<file path="src/rtl/pbr_defs.svh">
// constants for the bridge reset and primary command decode
// assumes inclusion by bare name from the bridge package and modules
`ifndef PBR_DEFS_SVH
`define PBR_DEFS_SVH

// primary bus command codes
`define PBR_CMD_INTACK 4'h0
`define PBR_CMD_SPECIAL 4'h1
`define PBR_CMD_IO_RD 4'h2
`define PBR_CMD_IO_WR 4'h3
`define PBR_CMD_MEM_RD 4'h6
`define PBR_CMD_MEM_WR 4'h7
`define PBR_CMD_CFG_RD 4'ha
`define PBR_CMD_CFG_WR 4'hb
`define PBR_CMD_MEM_RDM 4'hc
`define PBR_CMD_DAC 4'hd
`define PBR_CMD_MEM_RDL 4'he
`define PBR_CMD_MEM_WRI 4'hf

// configuration address fields
`define PBR_CFG_TYPE_LSB 0
`define PBR_CFG_TYPE0 2'h0
`define PBR_CFG_TYPE1 2'h1
`define PBR_CFG_FUNC_LSB 8
`define PBR_CFG_DEV_LSB 11
`define PBR_CFG_BUS_LSB 16
`define PBR_SPECIAL_DEV 5'h1f
`define PBR_SPECIAL_FUNC 3'h7
`define PBR_IMPL_FUNCS 8'h03

// clocking and reset timing
`define PBR_MAX_CLK_MHZ 66
`define PBR_CLK_MHZ 20
`define PBR_ACCESS_HOLD 33554432
`define PBR_NUM_CLK_OUT 16

`endif

</file>
<file path="src/rtl/pbr_pkg.sv">
// types shared by the bridge core and its command decoder
// assumes the defs header sits beside it on the include path
package pbr_pkg;

  typedef enum logic [2:0] {
    PBR_ROUTE_NONE,
    PBR_ROUTE_INTERNAL,
    PBR_ROUTE_PASS,
    PBR_ROUTE_TYPE0,
    PBR_ROUTE_TYPE1,
    PBR_ROUTE_SPECIAL
  } pbr_route_type;

  typedef enum {
    PBR_ACC_WAIT,
    PBR_ACC_READY
  } pbr_access_type;

endpackage : pbr_pkg

</file>
<file path="src/rtl/pbr_bridge_core.sv">
// bridge clocking, primary reset, port resets and primary decode
// assumes primary bus pins are sampled on clk_sys, the primary clock
// assumes bridge control reset bits arrive as levels from config logic
//
// How it works
// - upstream side runs on primary clock; downstream clock derived, up to 66 MHz
// - sixteen downstream clock outputs are copies of the primary clock
// - primary reset at once releases every upstream and downstream signal except port address, command and parity, which are driven low
// - primary reset returns every register to its default
// - primary reset may assert or release at any moment
// - accesses ignored during reset, refused for 2^25 clocks after release
// - port bus resets stay asserted while primary reset is asserted
// - software reset bit asserts port bus reset until the bit clears
// - port reset releases all port control signals and grants at once
// - port reset drives port address, command and parity low
// - port reset flushes posted-write and delayed-transaction buffers
// - software port reset keeps configuration access from upstream
// - interrupt acknowledge and special cycle never claimed
// - I/O commands claimed and forwarded only inside I/O window
// - memory commands claimed inside memory or memory-mapped I/O window
// - type 0 config with select claimed for implemented functions, served inside
// - type 1 config read forwarded as type 0, type 1, or ignored
// - config writes decoded as reads unless a special-cycle request
// - type 1 write to device 1Fh function 7h on the secondary bus becomes special cycle
`timescale 1ns/100ps
`include "pbr_defs.svh"

module pbr_bridge_core
  import pbr_pkg::*;
#(
  parameter int unsigned ACCESS_HOLD = `PBR_ACCESS_HOLD,
  parameter int unsigned NUM_CLK_OUT = `PBR_NUM_CLK_OUT,
  parameter int unsigned NUM_GNT = 8,
  parameter logic [7:0] IMPL_FUNCS = `PBR_IMPL_FUNCS
) (
  input wire logic clk_sys,
  input wire logic reset_n,
  output logic [NUM_CLK_OUT-1:0] downstream_clock_outputs,
  // primary address phase
  input wire logic upstreamCmdValid,
  input wire logic [3:0] upstream_cmd_byte_en_n,
  input wire logic [31:0] upstreamAddr,
  input wire logic upstreamIdsel,
  input wire logic upstreamDriveReq,
  output logic upstreamOe_n,
  // decode windows and bus numbers
  input wire logic [31:0] ioBase,
  input wire logic [31:0] ioLimit,
  input wire logic [31:0] memBase,
  input wire logic [31:0] memLimit,
  input wire logic [31:0] mmioBase,
  input wire logic [31:0] mmioLimit,
  input wire logic [7:0] secBusNum,
  input wire logic [7:0] subBusNum,
  // decode answer
  output logic accessReady,
  output logic decodeValid,
  output logic decodeRefused,
  output logic decodeClaim,
  output logic decodeForward,
  output pbr_route_type decodeRoute,
  // port 1
  input wire logic port1SwReset,
  output logic port1_bus_reset_n,
  output logic port1Flush,
  input wire logic port1CtrlDriveReq,
  output logic port1CtrlOe_n,
  input wire logic [NUM_GNT-1:0] port1GrantReq,
  output logic [NUM_GNT-1:0] port1GrantOe_n,
  input wire logic port1AdDrive,
  input wire logic [31:0] port1AdSource,
  input wire logic [3:0] port1CbeSource,
  output logic [31:0] port1_addr_data,
  output logic [3:0] port1_cmd_byte_en_n,
  output logic port1_parity,
  output logic port1AdOe_n,
  // port 2
  input wire logic port2SwReset,
  output logic port2_bus_reset_n,
  output logic port2Flush,
  input wire logic port2CtrlDriveReq,
  output logic port2CtrlOe_n,
  input wire logic [NUM_GNT-1:0] port2GrantReq,
  output logic [NUM_GNT-1:0] port2GrantOe_n,
  input wire logic port2AdDrive,
  input wire logic [31:0] port2AdSource,
  input wire logic [3:0] port2CbeSource,
  output logic [31:0] port2_addr_data,
  output logic [3:0] port2_cmd_byte_en_n,
  output logic port2_parity,
  output logic port2AdOe_n
);

  ////////////////////////////////////////////////////////////////////////
  // helpers

  // even parity over address/data and command lanes
  function automatic logic busParity(
    input logic [31:0] ad,
    input logic [3:0] cbe
  );
    busParity = ^{ad, cbe};
  endfunction : busParity

  // grant enables: all released while the port is in reset
  function automatic logic [NUM_GNT-1:0] grantEnables(
    input logic inReset,
    input logic [NUM_GNT-1:0] req
  );
    grantEnables = inReset ? {NUM_GNT{1'b1}} : ~req;
  endfunction : grantEnables

  ////////////////////////////////////////////////////////////////////////
  // clocking

  // the primary clock must stay within what the bridge supports
  localparam int unsigned CLK_MHZ = `PBR_CLK_MHZ;
  localparam int unsigned MAX_CLK_MHZ = `PBR_MAX_CLK_MHZ;
  localparam logic CLK_RATE_OK = (CLK_MHZ <= MAX_CLK_MHZ);

  // stand-in for the internal loop: zero-skew copies, one load each
  assign downstream_clock_outputs = {NUM_CLK_OUT{clk_sys & CLK_RATE_OK}};

  ////////////////////////////////////////////////////////////////////////
  // primary reset

  logic rstMeta_n;
  logic sysRst_n;

  // assertion passes at once; release is resynchronised to clk_sys
  always_ff @(posedge clk_sys or negedge reset_n) begin
    if (!reset_n) begin
      rstMeta_n <= 1'b0;
      sysRst_n <= 1'b0;
    end else begin
      rstMeta_n <= 1'b1;
      sysRst_n <= rstMeta_n;
    end
  end

  // upstream pins released for the whole chip reset
  always_ff @(posedge clk_sys or negedge sysRst_n) begin
    if (!sysRst_n) begin
      upstreamOe_n <= 1'b1;
    end else begin
      upstreamOe_n <= ~upstreamDriveReq;
    end
  end

  ////////////////////////////////////////////////////////////////////////
  // access hold-off after release

  localparam logic [25:0] HOLD_LAST = 26'(ACCESS_HOLD - 1);

  pbr_access_type accState;
  logic [25:0] holdCount;

  // long wait: a simulation may shorten it through the parameter
  always_ff @(posedge clk_sys or negedge sysRst_n) begin
    if (!sysRst_n) begin
      accState <= PBR_ACC_WAIT;
    end else begin
      unique case (accState)
        PBR_ACC_WAIT: begin
          if (holdCount == HOLD_LAST) accState <= PBR_ACC_READY;
        end
        PBR_ACC_READY: begin
          accState <= PBR_ACC_READY;
        end
      endcase
    end
  end

  always_ff @(posedge clk_sys or negedge sysRst_n) begin
    if (!sysRst_n) begin
      holdCount <= 26'h0000000;
    end else if (accState == PBR_ACC_WAIT) begin
      holdCount <= holdCount + 26'h0000001;
    end
  end

  assign accessReady = (accState == PBR_ACC_READY);

  ////////////////////////////////////////////////////////////////////////
  // primary command decode

  pbr_route_type next_route;
  logic routeForward;

  pbr_cmd_decode #(
    .IMPL_FUNCS(IMPL_FUNCS)
  ) u_decode (
    .cmd(upstream_cmd_byte_en_n),
    .addr(upstreamAddr),
    .idsel(upstreamIdsel),
    .ioBase(ioBase),
    .ioLimit(ioLimit),
    .memBase(memBase),
    .memLimit(memLimit),
    .mmioBase(mmioBase),
    .mmioLimit(mmioLimit),
    .secBusNum(secBusNum),
    .subBusNum(subBusNum),
    .route(next_route)
  );

  // internal accesses are served here and never passed on
  assign routeForward = (next_route != PBR_ROUTE_NONE) &&
                        (next_route != PBR_ROUTE_INTERNAL);

  // port software resets do not gate the decode, so config stays open
  always_ff @(posedge clk_sys or negedge sysRst_n) begin
    if (!sysRst_n) begin
      decodeValid <= 1'b0;
      decodeRefused <= 1'b0;
      decodeClaim <= 1'b0;
      decodeForward <= 1'b0;
      decodeRoute <= PBR_ROUTE_NONE;
    end else begin
      decodeValid <= upstreamCmdValid && accessReady;
      decodeRefused <= upstreamCmdValid && !accessReady;
      if (upstreamCmdValid && accessReady) begin
        decodeClaim <= (next_route != PBR_ROUTE_NONE);
        decodeForward <= routeForward;
        decodeRoute <= next_route;
      end else begin
        decodeClaim <= 1'b0;
        decodeForward <= 1'b0;
        decodeRoute <= PBR_ROUTE_NONE;
      end
    end
  end

  ////////////////////////////////////////////////////////////////////////
  // port 1 reset and pin control

  logic port1InReset;

  // held low through chip reset; afterwards follows the control bit
  always_ff @(posedge clk_sys or negedge sysRst_n) begin
    if (!sysRst_n) begin
      port1_bus_reset_n <= 1'b0;
    end else begin
      port1_bus_reset_n <= ~port1SwReset;
    end
  end

  assign port1InReset = ~port1_bus_reset_n;

  // buffer logic discards everything while this level is high
  assign port1Flush = port1InReset;

  assign port1CtrlOe_n = port1InReset | ~port1CtrlDriveReq;
  assign port1GrantOe_n = grantEnables(port1InReset, port1GrantReq);

  // lines stay driven while in reset so they do not float
  assign port1AdOe_n = port1InReset ? 1'b0 : ~port1AdDrive;

  // cleared on the same edge that asserts the port reset
  always_ff @(posedge clk_sys or negedge sysRst_n) begin
    if (!sysRst_n) begin
      port1_addr_data <= 32'h00000000;
      port1_cmd_byte_en_n <= 4'h0;
      port1_parity <= 1'b0;
    end else if (port1SwReset) begin
      port1_addr_data <= 32'h00000000;
      port1_cmd_byte_en_n <= 4'h0;
      port1_parity <= 1'b0;
    end else begin
      port1_addr_data <= port1AdSource;
      port1_cmd_byte_en_n <= port1CbeSource;
      port1_parity <= busParity(port1AdSource, port1CbeSource);
    end
  end

  ////////////////////////////////////////////////////////////////////////
  // port 2 reset and pin control

  logic port2InReset;

  always_ff @(posedge clk_sys or negedge sysRst_n) begin
    if (!sysRst_n) begin
      port2_bus_reset_n <= 1'b0;
    end else begin
      port2_bus_reset_n <= ~port2SwReset;
    end
  end

  assign port2InReset = ~port2_bus_reset_n;

  assign port2Flush = port2InReset;

  assign port2CtrlOe_n = port2InReset | ~port2CtrlDriveReq;
  assign port2GrantOe_n = grantEnables(port2InReset, port2GrantReq);

  assign port2AdOe_n = port2InReset ? 1'b0 : ~port2AdDrive;

  always_ff @(posedge clk_sys or negedge sysRst_n) begin
    if (!sysRst_n) begin
      port2_addr_data <= 32'h00000000;
      port2_cmd_byte_en_n <= 4'h0;
      port2_parity <= 1'b0;
    end else if (port2SwReset) begin
      port2_addr_data <= 32'h00000000;
      port2_cmd_byte_en_n <= 4'h0;
      port2_parity <= 1'b0;
    end else begin
      port2_addr_data <= port2AdSource;
      port2_cmd_byte_en_n <= port2CbeSource;
      port2_parity <= busParity(port2AdSource, port2CbeSource);
    end
  end

endmodule : pbr_bridge_core

</file>
<file path="src/rtl/pbr_cmd_decode.sv">
// combinational claim or forward decision for one primary command
// assumes address-phase fields that are stable in the sampling cycle
`timescale 1ns/100ps
`include "pbr_defs.svh"

module pbr_cmd_decode
  import pbr_pkg::*;
#(
  parameter logic [7:0] IMPL_FUNCS = `PBR_IMPL_FUNCS
) (
  input wire logic [3:0] cmd,
  input wire logic [31:0] addr,
  input wire logic idsel,
  input wire logic [31:0] ioBase,
  input wire logic [31:0] ioLimit,
  input wire logic [31:0] memBase,
  input wire logic [31:0] memLimit,
  input wire logic [31:0] mmioBase,
  input wire logic [31:0] mmioLimit,
  input wire logic [7:0] secBusNum,
  input wire logic [7:0] subBusNum,
  output pbr_route_type route
);

  function automatic logic inRange(
    input logic [31:0] val,
    input logic [31:0] lo,
    input logic [31:0] hi
  );
    inRange = (val >= lo) && (val <= hi);
  endfunction : inRange

  logic [1:0] cfgType;
  logic [7:0] bus;
  logic [4:0] dev;
  logic [2:0] func;
  logic behindBus;
  logic memHit;

  assign cfgType = addr[`PBR_CFG_TYPE_LSB +: 2];
  assign bus = addr[`PBR_CFG_BUS_LSB +: 8];
  assign dev = addr[`PBR_CFG_DEV_LSB +: 5];
  assign func = addr[`PBR_CFG_FUNC_LSB +: 3];
  assign behindBus = (bus > secBusNum) && (bus <= subBusNum);
  assign memHit = inRange(addr, memBase, memLimit) ||
                  inRange(addr, mmioBase, mmioLimit);

  always_comb begin
    route = PBR_ROUTE_NONE;
    unique case (cmd)
      `PBR_CMD_IO_RD, `PBR_CMD_IO_WR: begin
        if (inRange(addr, ioBase, ioLimit)) route = PBR_ROUTE_PASS;
      end
      `PBR_CMD_MEM_RD, `PBR_CMD_MEM_WR, `PBR_CMD_MEM_RDM,
      `PBR_CMD_MEM_RDL, `PBR_CMD_MEM_WRI: begin
        if (memHit) route = PBR_ROUTE_PASS;
      end
      `PBR_CMD_CFG_RD, `PBR_CMD_CFG_WR: begin
        if (cfgType == `PBR_CFG_TYPE0) begin
          if (idsel && IMPL_FUNCS[func]) route = PBR_ROUTE_INTERNAL;
        end else if (cfgType == `PBR_CFG_TYPE1) begin
          if (cmd == `PBR_CMD_CFG_WR && dev == `PBR_SPECIAL_DEV &&
              func == `PBR_SPECIAL_FUNC) begin
            if (bus == secBusNum) route = PBR_ROUTE_SPECIAL;
            else if (behindBus) route = PBR_ROUTE_TYPE1;
          end else if (bus == secBusNum) begin
            route = PBR_ROUTE_TYPE0;
          end else if (behindBus) begin
            route = PBR_ROUTE_TYPE1;
          end
        end
      end
      // interrupt acknowledge, special cycle, dual address and reserved stay unclaimed
      default: route = PBR_ROUTE_NONE;
    endcase
  end

endmodule : pbr_cmd_decode

</file>
<file path="config.mk">
export PLATFORM = sky130hd
export DESIGN_NAME = pbr_bridge_core
export DESIGN_NICKNAME = d
export VERILOG_FILES = /design/src/rtl/pbr_pkg.sv /design/src/rtl/pbr_bridge_core.sv /design/src/rtl/pbr_cmd_decode.sv
export VERILOG_INCLUDE_DIRS = /design/src /design/src/rtl
export SDC_FILE = /design/constraint.sdc
export NUM_CORES = 1
export LEC_CHECK = 0
export BUFFER_PORTS_ARGS = -buffer_cell sky130_fd_sc_hd__buf_2
export CAP_MARGIN = 20
export CELL_PAD_IN_SITES_DETAIL_PLACEMENT = 0
export CELL_PAD_IN_SITES_GLOBAL_PLACEMENT = 1
export CORE_AREA = 2 2 183 185
export DETAILED_ROUTE_END_ITERATION = 10
export DIE_AREA = 0 0 185 187
export PLACE_DENSITY_LB_ADDON = 0.3
export SLEW_MARGIN = 15
export SYNTH_ARGS = -nofsm -noshare
export SYNTH_HDL_FRONTEND = slang
export SYNTH_HIERARCHICAL = 1
export SYNTH_SLANG_ARGS = --single-unit
</file>
<file path="constraint.sdc">
create_clock -name clk_sys -period 9.23 [get_ports clk_sys]
set_input_delay 2.3075 -clock clk_sys [delete_from_list [all_inputs] [get_ports clk_sys]]
set_output_delay 2.3075 -clock clk_sys [all_outputs]
set_load 0.005 [all_outputs]
</file>
Yosys cells after proc, flatten, opt, wreduce, memory -nomap -nowiden --
Memory sizes are Yosys's and may differ from the RTL's. Index checks and enable logic that the tools add are counted.
Storage, ports and cells: memory bits (writable) 0, logic and storage cells 107, memories kept 1, register bits after elaboration 144, bits in read-only memories 8, latch bits 0, output and inout port bits 123
Memory list:
- (name not given) | words 8, bits a word 1, rd ports 1, clocked after Yosys merged registers in 0, write ports 0, RTL line pbr_cmd_decode.sv:60 | if (idsel && IMPL_FUNCS[func]) route = PBR_ROUTE_INTERNAL;
Cells by class: shift operators 0, bitwise operators 13, $mul 0, mux-type cells 26, eq/ne operators 18, reductions and logical operators 21, $lt $le $gt $ge 9, add/sub/neg operators 1, div/mod/pow operators 0
Operators by type and width (count):
- $ge A32 B32 Y1 | 3
- $le A32 B32 Y1 | 3
- $mux W32 | 3
- $reduce_xor A36 Y1 | 2
- $logic_not A32 Y1 | 2
- $pmux W32 S2 | 1
- $eq A32 B1 Y1 const B | 1
- $eq A32 B2 Y1 const B | 1
- $add A26 B1 Y26 const B | 1
- $eq A26 B25 Y1 const B | 1
- $mux W3 | 7
- $eq A4 B4 Y1 const B | 5
- $mux W8 | 2
- $not A8 Y8 | 2
- $logic_and A1 B1 Y1 | 10
- $not A1 Y1 | 9
- $pmux W3 S3 | 1
- $eq A4 B2 Y1 const B | 2
- $eq A4 B3 Y1 const B | 2
- $eq A8 B8 Y1 | 1
- $gt A8 B8 Y1 | 1
- $le A8 B8 Y1 | 1
- $mux W1 | 8
- $mux W4 | 2
- 14 further kinds | 17

Logic depth before layout (Yosys ltp) --
Gate-level depths: netlist of the first run.
word-level depth 11, mapped depth 11

Cells and area by module --
Netlist of the first run, hierarchy kept.
Modules (own cells, without submodules):
- pbr_cmd_decode | instances 1, sequential area each 0.0 µm², area each 5248.8 µm², cells an instance 735
- pbr_bridge_core | instances 1, sequential area each 2829.0 µm², area each 4734.5 µm², cells an instance 386

==> summary.txt, run 1 <==
Final layout
  • Leading cell types in the layout, fill and taps excluded: buf_2, inv_1, ha_1
  • Post-layout nets: 2,139
  • Area growth from synthesis to layout: 36.1%
  • Commonest non-fill, non-tap cell in the layout: buf_2
  • Fill count: 3,428
  • Final Cell Area: 13,600 um2
  • Share of layout cells above drive strength 1: 0.321

CTS
  • Setup Buffers After CTS: 0
  • TritonCTS clock tree: done
  • Insertion delay to the later sink of the worst-skew pair: 0.53 ns
  • Post-CTS Resized: 0
  • CTS hold repair buffers: 0
  • Clock-pin slew on the worst setup and hold paths: 0.06 ns

Logic synthesis
  • Ys async rst share: 1.00
  • Post-synth EDFFs: 0
  • Synth warn: 6
  • Sequential-to-total area share from yosys stat: 0.283
  • Mean Syn Cell Area: 8.91 um2
  • Mapped Area: 9980 um2
  • Post-Syn Nets: around 1,700
  • Register bit count reported by yosys: 113
  • Ys flop type: dfrtp_1
  • Cell variety after synth: 57
  • Cells after Synth: 1,121

Placement
  • Setup WS pre-CTS: 2.21 ns
  • Post-detail-place hpwl: around 29 mm
  • Placed Area: 12,700 um2
  • GPL Wtd Cong: around 0.85
  • Buffers on Ports: 465

Route
  • Via density: 4.57
  • Top Layer Used: met5
  • Routed WL: between 30 and 40 mm
  • DR vias: 9,430
  • DRC: 0
  • Met3 wire len: 2.48 mm
  • Drt pass-1 iters: 5
  • Post-route ant nets: 0
  • Routed len/inst: 16.8 um
  • Met2 routed WL: 17.1 mm
  • M1 WL: 14.1 mm
  • Iter 0 DRT Violations: ~270

Hold path
  • Hold WC Path Type: reg2async

Global route
  • Antenna violations before repair: 16
  • Largest net degree at the start of global routing: 56
  • Number of global-route vias before repair: 9,914
  • GRT Overall Usage: 0.199
  • First-pass GRT wire length: 52.1 mm
  • Gr ovfl total: 0

Timing
  • RSZ-0062 raised after global routing: no
  • Clock Skew: around 0.013 ns
  • Final Hold Vio Count: 0
  • Pins Over Slew Limit: 0
  • Setup-failing EPs final: 0
  • Final setup TNS: 0 ns
  • Worst-Margin Slew: 0.728 ns
  • Max-slew headroom: 0.511
  • Worst setup margin: about 1.8 ns

Run
  • Max cap viols: 0

Power
  • Power per cell area: between 100 and 150 nW/um2
  • Leakage: approximately 7.8 nW
  • Worst ir drop on vdd: 0.000251 V
  • Total power: 0.00195 W

Critical path
  • Worst EP required: ~6.9 ns
  • WS Path Type: clk2out
  • CP max-delay cell: clkbuf_16
  • Critical path buffers and inverters: 4
  • CP Capture Type: output pin
  • Top fanout value on the critical path: 4
  • R2R Path End: holdCount[25]
  • Reg2reg path depth: 5
  • Crit path cell chain: clkbuf_16 -> clkbuf_16 -> clkbuf_16 -> buf_2
  • Reg2reg setup slack: 7.45 ns
  • Critical Path Source Type: clock port
  • Reg2reg start: holdCount[9]
  • Family with the most delay on the worst path: buffers and inverters
  • Top cell by count, worst path: clkbuf_16
  • Critical path arrival: 5.17 ns
  • Max incr delay on CP: approximately 0.15 ns

Die
  • Die W: 185 um
  • Die footprint: 34,600 um2
  • Rows: 67
  • Initial core utilization: 0.304
  • Boundary pin count: 466
  • CORE AREA: 32,900 um2
  • Die height: about 190 um

Outcome
  • Status: completed
## power breakdown
part           switching [W]  total [W]  internal [W]
sequential        0.00000818   0.000525      0.000517
clock               0.000337   0.000961      0.000624
combinational       0.000232   0.000467      0.000235
total               0.000578    0.00195       0.00138
## Yosys cell counts, types with 2 or more instances
cell type / instances / share of area
a211o_1: 2 / 0.0018
o21ai_0: 29 / 0.015
nand3_1: 24 / 0.012
or4_1: 2 / 0.0015
nor4_1: 6 / 0.0038
xnor3_1: 4 / 0.0090
and2_1: 5 / 0.0031
or3_1: 3 / 0.0019
nor2_1: 26 / 0.0098
inv_1: 210 / 0.079
nand2_1: 66 / 0.025
dfrtp_1: 112 / 0.28
a221oi_1: 2 / 0.0018
nand4_1: 42 / 0.026
nor3_1: 10 / 0.0050
a2111oi_0: 5 / 0.0044
a31oi_1: 2 / 0.0013
a21o_1: 28 / 0.021
xor2_1: 8 / 0.0070
nor2b_2: 2 / 0.0018
clkbuf_1: 11 / 0.0041
o21a_1: 5 / 0.0038
mux2_4: 2 / 0.0030
nor4b_1: 4 / 0.0035
o211ai_1: 3 / 0.0023
and4_1: 6 / 0.0053
a211oi_1: 11 / 0.0083
xnor2_1: 77 / 0.068
nor2b_1: 81 / 0.051
ha_1: 209 / 0.26
a21oi_1: 66 / 0.033
buf_4: 16 / 0.012
and3_1: 10 / 0.0063
nand2b_1: 8 / 0.0050
a21boi_0: 2 / 0.0015
## registers in the layout (all words and copies together) (netlist names), 3 cells and up
register / flops
port2_cmd_byte_en_n: 4
port1_cmd_byte_en_n: 4
decodeRoute: 3
holdCount: 26
port2_addr_data: 32
port1_addr_data: 32
## kinds of logic (layout without fill, tap and decap cells)
group / count (synthesis) / count (layout) / share of synthesized area
AO/OA/AOI/OAI: 168 / 168 / 0.106
adder cells (fa/ha/maj): 209 / 209 / 0.262
buffers and inverters: 238 / 717 / 0.0956
AND/OR/NAND/NOR: 299 / 299 / 0.164
other: 1 / 15 / 0.000376
flip-flops: 113 / 113 / 0.283
XOR/XNOR: 89 / 89 / 0.0836
multiplexers: 4 / 4 / 0.00514
## final cells by class
type	count	area [um2]	share of cell area
sequential	113	2830	0.208
clock inverter	14	181	0.0134
inverter	210	788	0.0580
antenna	14	35.0	0.00258
timing repair buffer	451	2280	0.168
multi-input combinational	770	6200	0.456
clock buffer	42	709	0.0522
tap	448	561	0.0412
## how the worst max path moves through the flow
stage	start	slack [ns]	cells after the start	endpoint
finish	clk_sys	1.75	4	downstream_clock_outputs[12]
global route	clk_sys	1.73	4	downstream_clock_outputs[12]
global placement	clk_sys	2.21	1	downstream_clock_outputs[0]
detailed placement	clk_sys	2.21	1	downstream_clock_outputs[0]
CTS	clk_sys	1.73	4	downstream_clock_outputs[12]
floorplan	clk_sys	2.20	1	downstream_clock_outputs[0]
## layer usage
layer | vias to the layer above | global-route usage
li1 | 4730 | -
met1 | 4280 | 0.223
met2 | 355 | 0.352
met3 | 59 | 0.0493
met4 | 6 | 0.0891
met5 | - | 0
## per-stage QoR
stage          instances  utilization  hold WS (ns)
3_3_place_gp        2007        0.387         0.242
2_1_floorplan       1121            -         0.331
5_1_grt             2057        0.413         0.277
6_report            2062        0.414         0.236
4_1_cts             2048        0.412         0.252
3_5_place_dp        2008        0.388         0.245
No activity file was read; power rests on OpenSTA's default activity.
==> run 2, diff against run 1 <==
--- a/config.mk
+++ b/config.mk
@@ -10,9 +10,9 @@
 export CAP_MARGIN = 20
 export CELL_PAD_IN_SITES_DETAIL_PLACEMENT = 0
 export CELL_PAD_IN_SITES_GLOBAL_PLACEMENT = 1
-export CORE_AREA = 2 2 183 185
+export CORE_AREA = 2 2 180 182
 export DETAILED_ROUTE_END_ITERATION = 10
-export DIE_AREA = 0 0 185 187
+export DIE_AREA = 0 0 182 184
 export PLACE_DENSITY_LB_ADDON = 0.3
 export SLEW_MARGIN = 15
 export SYNTH_ARGS = -nofsm -noshare
==> constraint.sdc (replaced) <==
create_clock -name clk_sys -period 7.1 [get_ports clk_sys]
set_input_delay 1.775 -clock clk_sys [delete_from_list [all_inputs] [get_ports clk_sys]]
set_output_delay 1.775 -clock clk_sys [all_outputs]
set_load 0.005 [all_outputs]
==> summary.txt, run 2 (synthesis gave the netlist of run 1 again) <==
Final layout
  • Regs by FF count: port1_addr_data (32), port2_addr_data (32), holdCount (26)
  • Fill count: 3,264 (-4.8%)
  • Commonest non-fill, non-tap cell in the layout: buf_2
  • Final Non-Filler Cells: 2,010 (-2.5%)
  • Area growth from synthesis to layout: 35.3%
  • Post-layout nets: 2,138 (-0.047%)
  • Leading cell types in the layout, fill and taps excluded: buf_2, inv_1, ha_1
  • Final Cell Area: 13,500 um2 (-0.60%)
  • Final core utilization: 0.430 (+0.0168)
  • Share of layout cells above drive strength 1: 0.320 (-0.00105)

Timing
  • Hold_ws: 0.350 ns (+0.114 ns)
  • Worst-Margin Slew: 0.812 ns (+0.0842 ns)
  • Final setup TNS: 0 ns (unchanged)
  • Max-slew headroom: 0.459 (-0.0517)
  • Clock Skew: 0.0151 ns (+0.00213 ns)
  • RSZ-0062 raised after global routing: no
  • Pins Over Slew Limit: 0 (unchanged)
  • Setup-failing EPs final: 0 (unchanged)
  • Final Hold Vio Count: 0 (unchanged)

Power
  • Leakage: 7.78 nW (about the same)
  • Worst ir drop on vdd: 0.000330 V (+32%)
  • Power per cell area: 189 nW/um2 (+32%)

CTS
  • Post-CTS Resized: 0 (unchanged)
  • Clock-pin slew on the worst setup and hold paths: 0.06 ns (about the same)
  • Insertion delay to the later sink of the worst-skew pair: 0.52 ns (about the same)
  • CTS hold repair buffers: 0 (unchanged)
  • Setup Buffers After CTS: 0 (unchanged)
  • TritonCTS clock tree: done

Global route
  • GRT Overall Usage: 0.201 (+0.00222)
  • First-pass GRT wire length: 51.6 mm (-0.88%)
  • Number of global-route vias before repair: 9,817 (-0.98%)
  • Antenna violations before repair: 10 (-6)
  • Gr ovfl total: 0 (unchanged)
  • Largest net degree at the start of global routing: 67 (+20%)

Placement
  • Buffers on Ports: 465 (unchanged)
  • Post-detail-place hpwl: 28.6 mm (-1.4%)
  • GPL Wtd Cong: 0.847 (-0.63%)
  • Dpl cells: 1,961 (-2.3%)
  • Placed Area: 12,700 um2 (-0.67%)

Critical path
  • Reg2reg start: holdCount[9]
  • Top fanout value on the critical path: 4 (unchanged)
  • CP Capture Type: output pin
  • R2R Path End: holdCount[25]
  • WS Path Type: clk2out
  • Reg2reg path depth: 5 (unchanged)
  • Critical Path Source Type: clock port
  • Reg2reg setup slack: 5.36 ns (-2.09 ns)
  • Critical path destination: downstream_clock_outputs[15]
  • Critical path origin: clk_sys
  • Worst EP required: 5.33 ns (-1.59 ns)
  • Critical path arrival: 4.10 ns (-1.07 ns)

Route
  • Iter 0 DRT Violations: 317 (+16%)
  • Routed WL: 33.7 mm (-3.0%)
  • Drt pass-1 iters: 5 (unchanged)
  • Post-route ant nets: 0 (unchanged)
  • Routed len/inst: 16.8 um (-0.48%)
  • DR vias: 9,377 (-0.56%)
  • DRC: 0 (unchanged)
  • Via density: 4.67 (+2.0%)

Die
  • Boundary pin count: 466 (unchanged)
  • Rows: 65 (-3.0%)
  • Initial core utilization: 0.318 (+0.0142)
  • Die height: 184 um (-1.6%)
  • CORE AREA: 31,400 um2 (-4.5%)
  • Die footprint: 33,500 um2 (-3.2%)
  • Die W: 182 um (-1.6%)

Outcome
  • Status: completed

Hold path
  • Hold WC Path Type: reg2async

Run
  • Max cap viols: 0 (unchanged)
==> run 2: cell types whose count changed in the layout (fill, tap and decap cells not counted), sizes merged <==
cell | previous run | this run
clkinvlp | 4 | 2
inv | 213 | 212
clkbuf | 26 | 28
bufinv | 3 | 4
diode | 14 | 9
buf | 467 | 466
==> run 2: area by class of cell <==
type,instances,area (um2),area share
multi-input combinational,770,6200,0.459
sequential,113,2830,0.210
timing repair buffer,450,2250,0.167
inverter,210,788,0.0584
clock buffer,44,727,0.0538
tap,402,503,0.0372
clock inverter,12,180,0.0133
antenna,9,22.5,0.00167
==> run 2: how the worst min path moves through the flow <==
stage               from                   to  depth (start not counted)
6_report        sysRst_n  port2_addr_data[29]                          0
5_1_grt        rstMeta_n             sysRst_n                          0
4_1_cts        rstMeta_n             sysRst_n                          0
3_5_place_dp   rstMeta_n             sysRst_n                          0
3_3_place_gp   rstMeta_n             sysRst_n                          0
2_1_floorplan  rstMeta_n             sysRst_n                          0
==> run 2: per-layer routing <==
| layer | global-route usage | routed length (um) | part of all wire |
|---|---|---|---|
| met1 | 0.220 | 13200 | 0.39 |
| met5 | 0 | 13 | 0.00039 |
| met2 | 0.372 | 17300 | 0.51 |
| met4 | 0.0810 | 771 | 0.023 |
| met3 | 0.0471 | 2430 | 0.072 |
==> run 2: worst max-delay path, cell delays in order <==
cell       delay [ns]
clkbuf_16        0.13
clkbuf_16        0.14
clkbuf_16        0.15
buf_2            0.12
==> run 2: stage by stage <==
stage,setup slack [ns],power (W)
after global placement,1.67,0.00139
after CTS,1.21,0.00260
after detailed placement,1.67,0.00140
after global routing,1.21,0.00271
final,1.23,0.00255
after floorplan,1.66,0.00119
==> run 2: where the power goes <==
group | switching [W] | internal [W] | total (W)
sequential | 0.0000133 | 0.000672 | 0.000685
combinational | 0.000295 | 0.000303 | 0.000598
clock | 0.000418 | 0.000853 | 0.00127
total | 0.000726 | 0.00183 | 0.00255
==> run 3, diff against run 2 <==
--- a/config.mk
+++ b/config.mk
@@ -10,9 +10,9 @@
 export CAP_MARGIN = 20
 export CELL_PAD_IN_SITES_DETAIL_PLACEMENT = 0
 export CELL_PAD_IN_SITES_GLOBAL_PLACEMENT = 1
-export CORE_AREA = 2 2 180 182
+export CORE_MARGIN = 2
+export CORE_UTILIZATION = 31
 export DETAILED_ROUTE_END_ITERATION = 10
-export DIE_AREA = 0 0 182 184
 export PLACE_DENSITY_LB_ADDON = 0.3
 export SLEW_MARGIN = 15
 export SYNTH_ARGS = -nofsm -noshare
==> constraint.sdc (replaced) <==
create_clock -name clk_sys -period 5.4 [get_ports clk_sys]
set_input_delay 1.35 -clock clk_sys [delete_from_list [all_inputs] [get_ports clk_sys]]
set_output_delay 1.35 -clock clk_sys [all_outputs]
set_load 0.005 [all_outputs]
==> summary.txt, run 3 (synthesis gave the netlist of run 1 again) <==
Critical path
  • CP max-delay cell: clkbuf_16
  • Top fanout value on the critical path: 4 (unchanged)
  • WS Path Type: clk2out
  • CP Capture Type: output pin
  • Reg2reg setup slack: 3.68 ns (-1.68 ns)
  • Reg2reg start: holdCount[9]
  • Crit path cell chain: clkbuf_16 -> clkbuf_16 -> clkbuf_16 -> buf_2
  • Critical path arrival: 3.23 ns (-0.87 ns)
  • Critical Path Source Type: clock port
  • Max incr delay on CP: 0.14 ns (about the same)
  • Top cell by count, worst path: clkbuf_16
  • Critical path origin: clk_sys
  • Worst EP required: 4.05 ns (-1.28 ns)
  • R2R Path End: holdCount[25]
  • Reg2reg path depth: 5 (unchanged)

Timing
  • Final setup TNS: 0 ns (unchanged)
  • Worst-Margin Slew: 0.889 ns (+0.0770 ns)
  • Max-slew headroom: 0.408 (-0.0513)
  • Hold_ws: 0.347 ns (-0.00375 ns)
  • Clock Skew: 0.0120 ns (-0.00310 ns)
  • Pins Over Slew Limit: 0 (unchanged)
  • RSZ-0062 raised after global routing: no
  • Final Hold Vio Count: 0 (unchanged)
  • Setup-failing EPs final: 0 (unchanged)

Final layout
  • Share of layout cells above drive strength 1: 0.321 (+0.00125)
  • Area growth from synthesis to layout: 34.7%
  • Regs by FF count: port1_addr_data (32), port2_addr_data (32), holdCount (26)
  • Leading cell types in the layout, fill and taps excluded: buf_2, inv_1, ha_1
  • Commonest non-fill, non-tap cell in the layout: buf_2
  • Post-layout nets: 2,138 (unchanged)
  • Final core utilization: 0.425 (-0.00514)

Placement
  • GPL Wtd Cong: 0.861 (+1.6%)
  • Buffers on Ports: 465 (unchanged)
  • Post-detail-place hpwl: 28.1 mm (-1.8%)

Route
  • DR vias: 9,396 (+0.20%)
  • Via density: 4.68 (+0.35%)
  • DRC: 0 (unchanged)
  • Iter 0 DRT Violations: 352 (+11%)
  • Drt pass-1 iters: 5 (unchanged)
  • Routed WL: 33.2 mm (-1.6%)
  • Post-route ant nets: 0 (unchanged)
  • Routed len/inst: 16.5 um (-1.4%)

Power
  • Net Switching: 0.000968 W (+33%)
  • Total power: 0.00323 W (+26%)
  • Net Sw Frac: 0.300 (+0.0153)
  • Combinational share of power: 0.243 (+0.009)
  • Worst ir drop on vdd: 0.000231 V (-30%)
  • Flop pwr share: 0.279 (+0.011)
  • Int Pwr: 0.00226 W (+24%)
  • Clock share of power: 0.478 (-0.020)
  • Power per cell area: 240 nW/um2 (+27%)
  • Leakage: 7.76 nW (-0.28%)

Hold path
  • Worst hold endpoint: sysRst_n
  • Min-delay src: rstMeta_n
  • Worst hold stages: 0
  • Hold WC Path Type: reg2reg

Global route
  • Largest net degree at the start of global routing: 70 (+4.5%)
  • Gr ovfl total: 0 (unchanged)
  • Number of global-route vias before repair: 9,750 (-0.68%)
  • First-pass GRT wire length: 50.6 mm (-2.1%)
  • GRT Overall Usage: 0.196 (-0.00500)
  • Antenna violations before repair: 9 (-1)

CTS
  • Insertion delay to the later sink of the worst-skew pair: 0.52 ns (about the same)
  • Clock-pin slew on the worst setup and hold paths: 0.06 ns (about the same)
  • TritonCTS clock tree: done
  • Post-CTS Resized: 0 (unchanged)
  • Setup Buffers After CTS: 0 (unchanged)
  • CTS hold repair buffers: 0 (unchanged)

Die
  • Die height: 183 um (-0.30%)
  • Die W: 183 um (+0.80%)
  • CORE AREA: 31,600 um2 (+0.78%)
  • Die footprint: 33,700 um2 (+0.50%)
  • Boundary pin count: 466 (unchanged)
  • Rows: 65 (unchanged)
  • Initial core utilization: 0.316 (-0.00245)

Outcome
  • Status: completed

Run
  • Max cap viols: 0 (unchanged)
[run 3: cell types whose count changed in the layout (fill, tap and decap cells not counted), moves of 2 or more]
| cell | before | now |
|---|---|---|
| inv_6 | 2 | 5 |
| inv_8 | 0 | 2 |
| bufinv_16 | 4 | 1 |
| diode_2 | 9 | 6 |
| clkinv_4 | 2 | 4 |
| clkbuf_1 | 2 | 0 |
[run 3: layer usage]
metal | track usage | vias up | part of all wire
met2 | 0.353 | 324 | 0.51
met3 | 0.0543 | 25 | 0.071
met1 | 0.225 | 4320 | 0.41
met5 | 0 | - | 0.00078
li1 | - | 4723 | -
met4 | 0.0566 | 4 | 0.012
[run 3: layout make-up]
class	instances	area, um2
clock buffers	41	706
clock inverters	15	151
inverters	210	788
diodes	6	15.0
fillers	3273	18200
multi-input cells	770	6200
repair buffers	450	2250
well taps	402	503
flip-flops and latches	113	2830
[run 3: critical path: cells and delay by family]
family                 cells  cell delay [ns]
buffers and inverters      4             0.53
[run 3: worst max path at each step]
stage               slack [ns]                          end  cells past startpoint
global route              0.81  downstream_clock_outputs[2]                      4
global placement          1.20                  decodeClaim                     12
detailed placement        1.18                  decodeClaim                     12
finish                    0.82  downstream_clock_outputs[8]                      4
CTS                       0.81  downstream_clock_outputs[8]                      4
floorplan                 1.24  downstream_clock_outputs[0]                      1
[run 3: metrics by stage]
| stage | std cells | worst slack (ns) | area, um2 |
|---|---|---|---|
| final | 2007 | 0.824 | 13500 |
| after global routing | 2006 | 0.811 | 13400 |
| after CTS | 2001 | 0.814 | 13400 |
| after detailed placement | 1961 | 1.18 | 12700 |
| after global placement | 1961 | 1.20 | 12700 |
| after floorplan | 1121 | 1.24 | 9980 |
[run 3: power by group through the flow]
stage	Clock [W]	Sequential (W)	Combinational [W]
CTS	0.00159	0.000903	0.000792
global placement	0.000129	0.000918	0.000776
detailed placement	0.000129	0.000918	0.000787
finish	0.00154	0.000902	0.000783
global route	0.00165	0.000908	0.000884
floorplan	0.000192	0.000925	0.000447
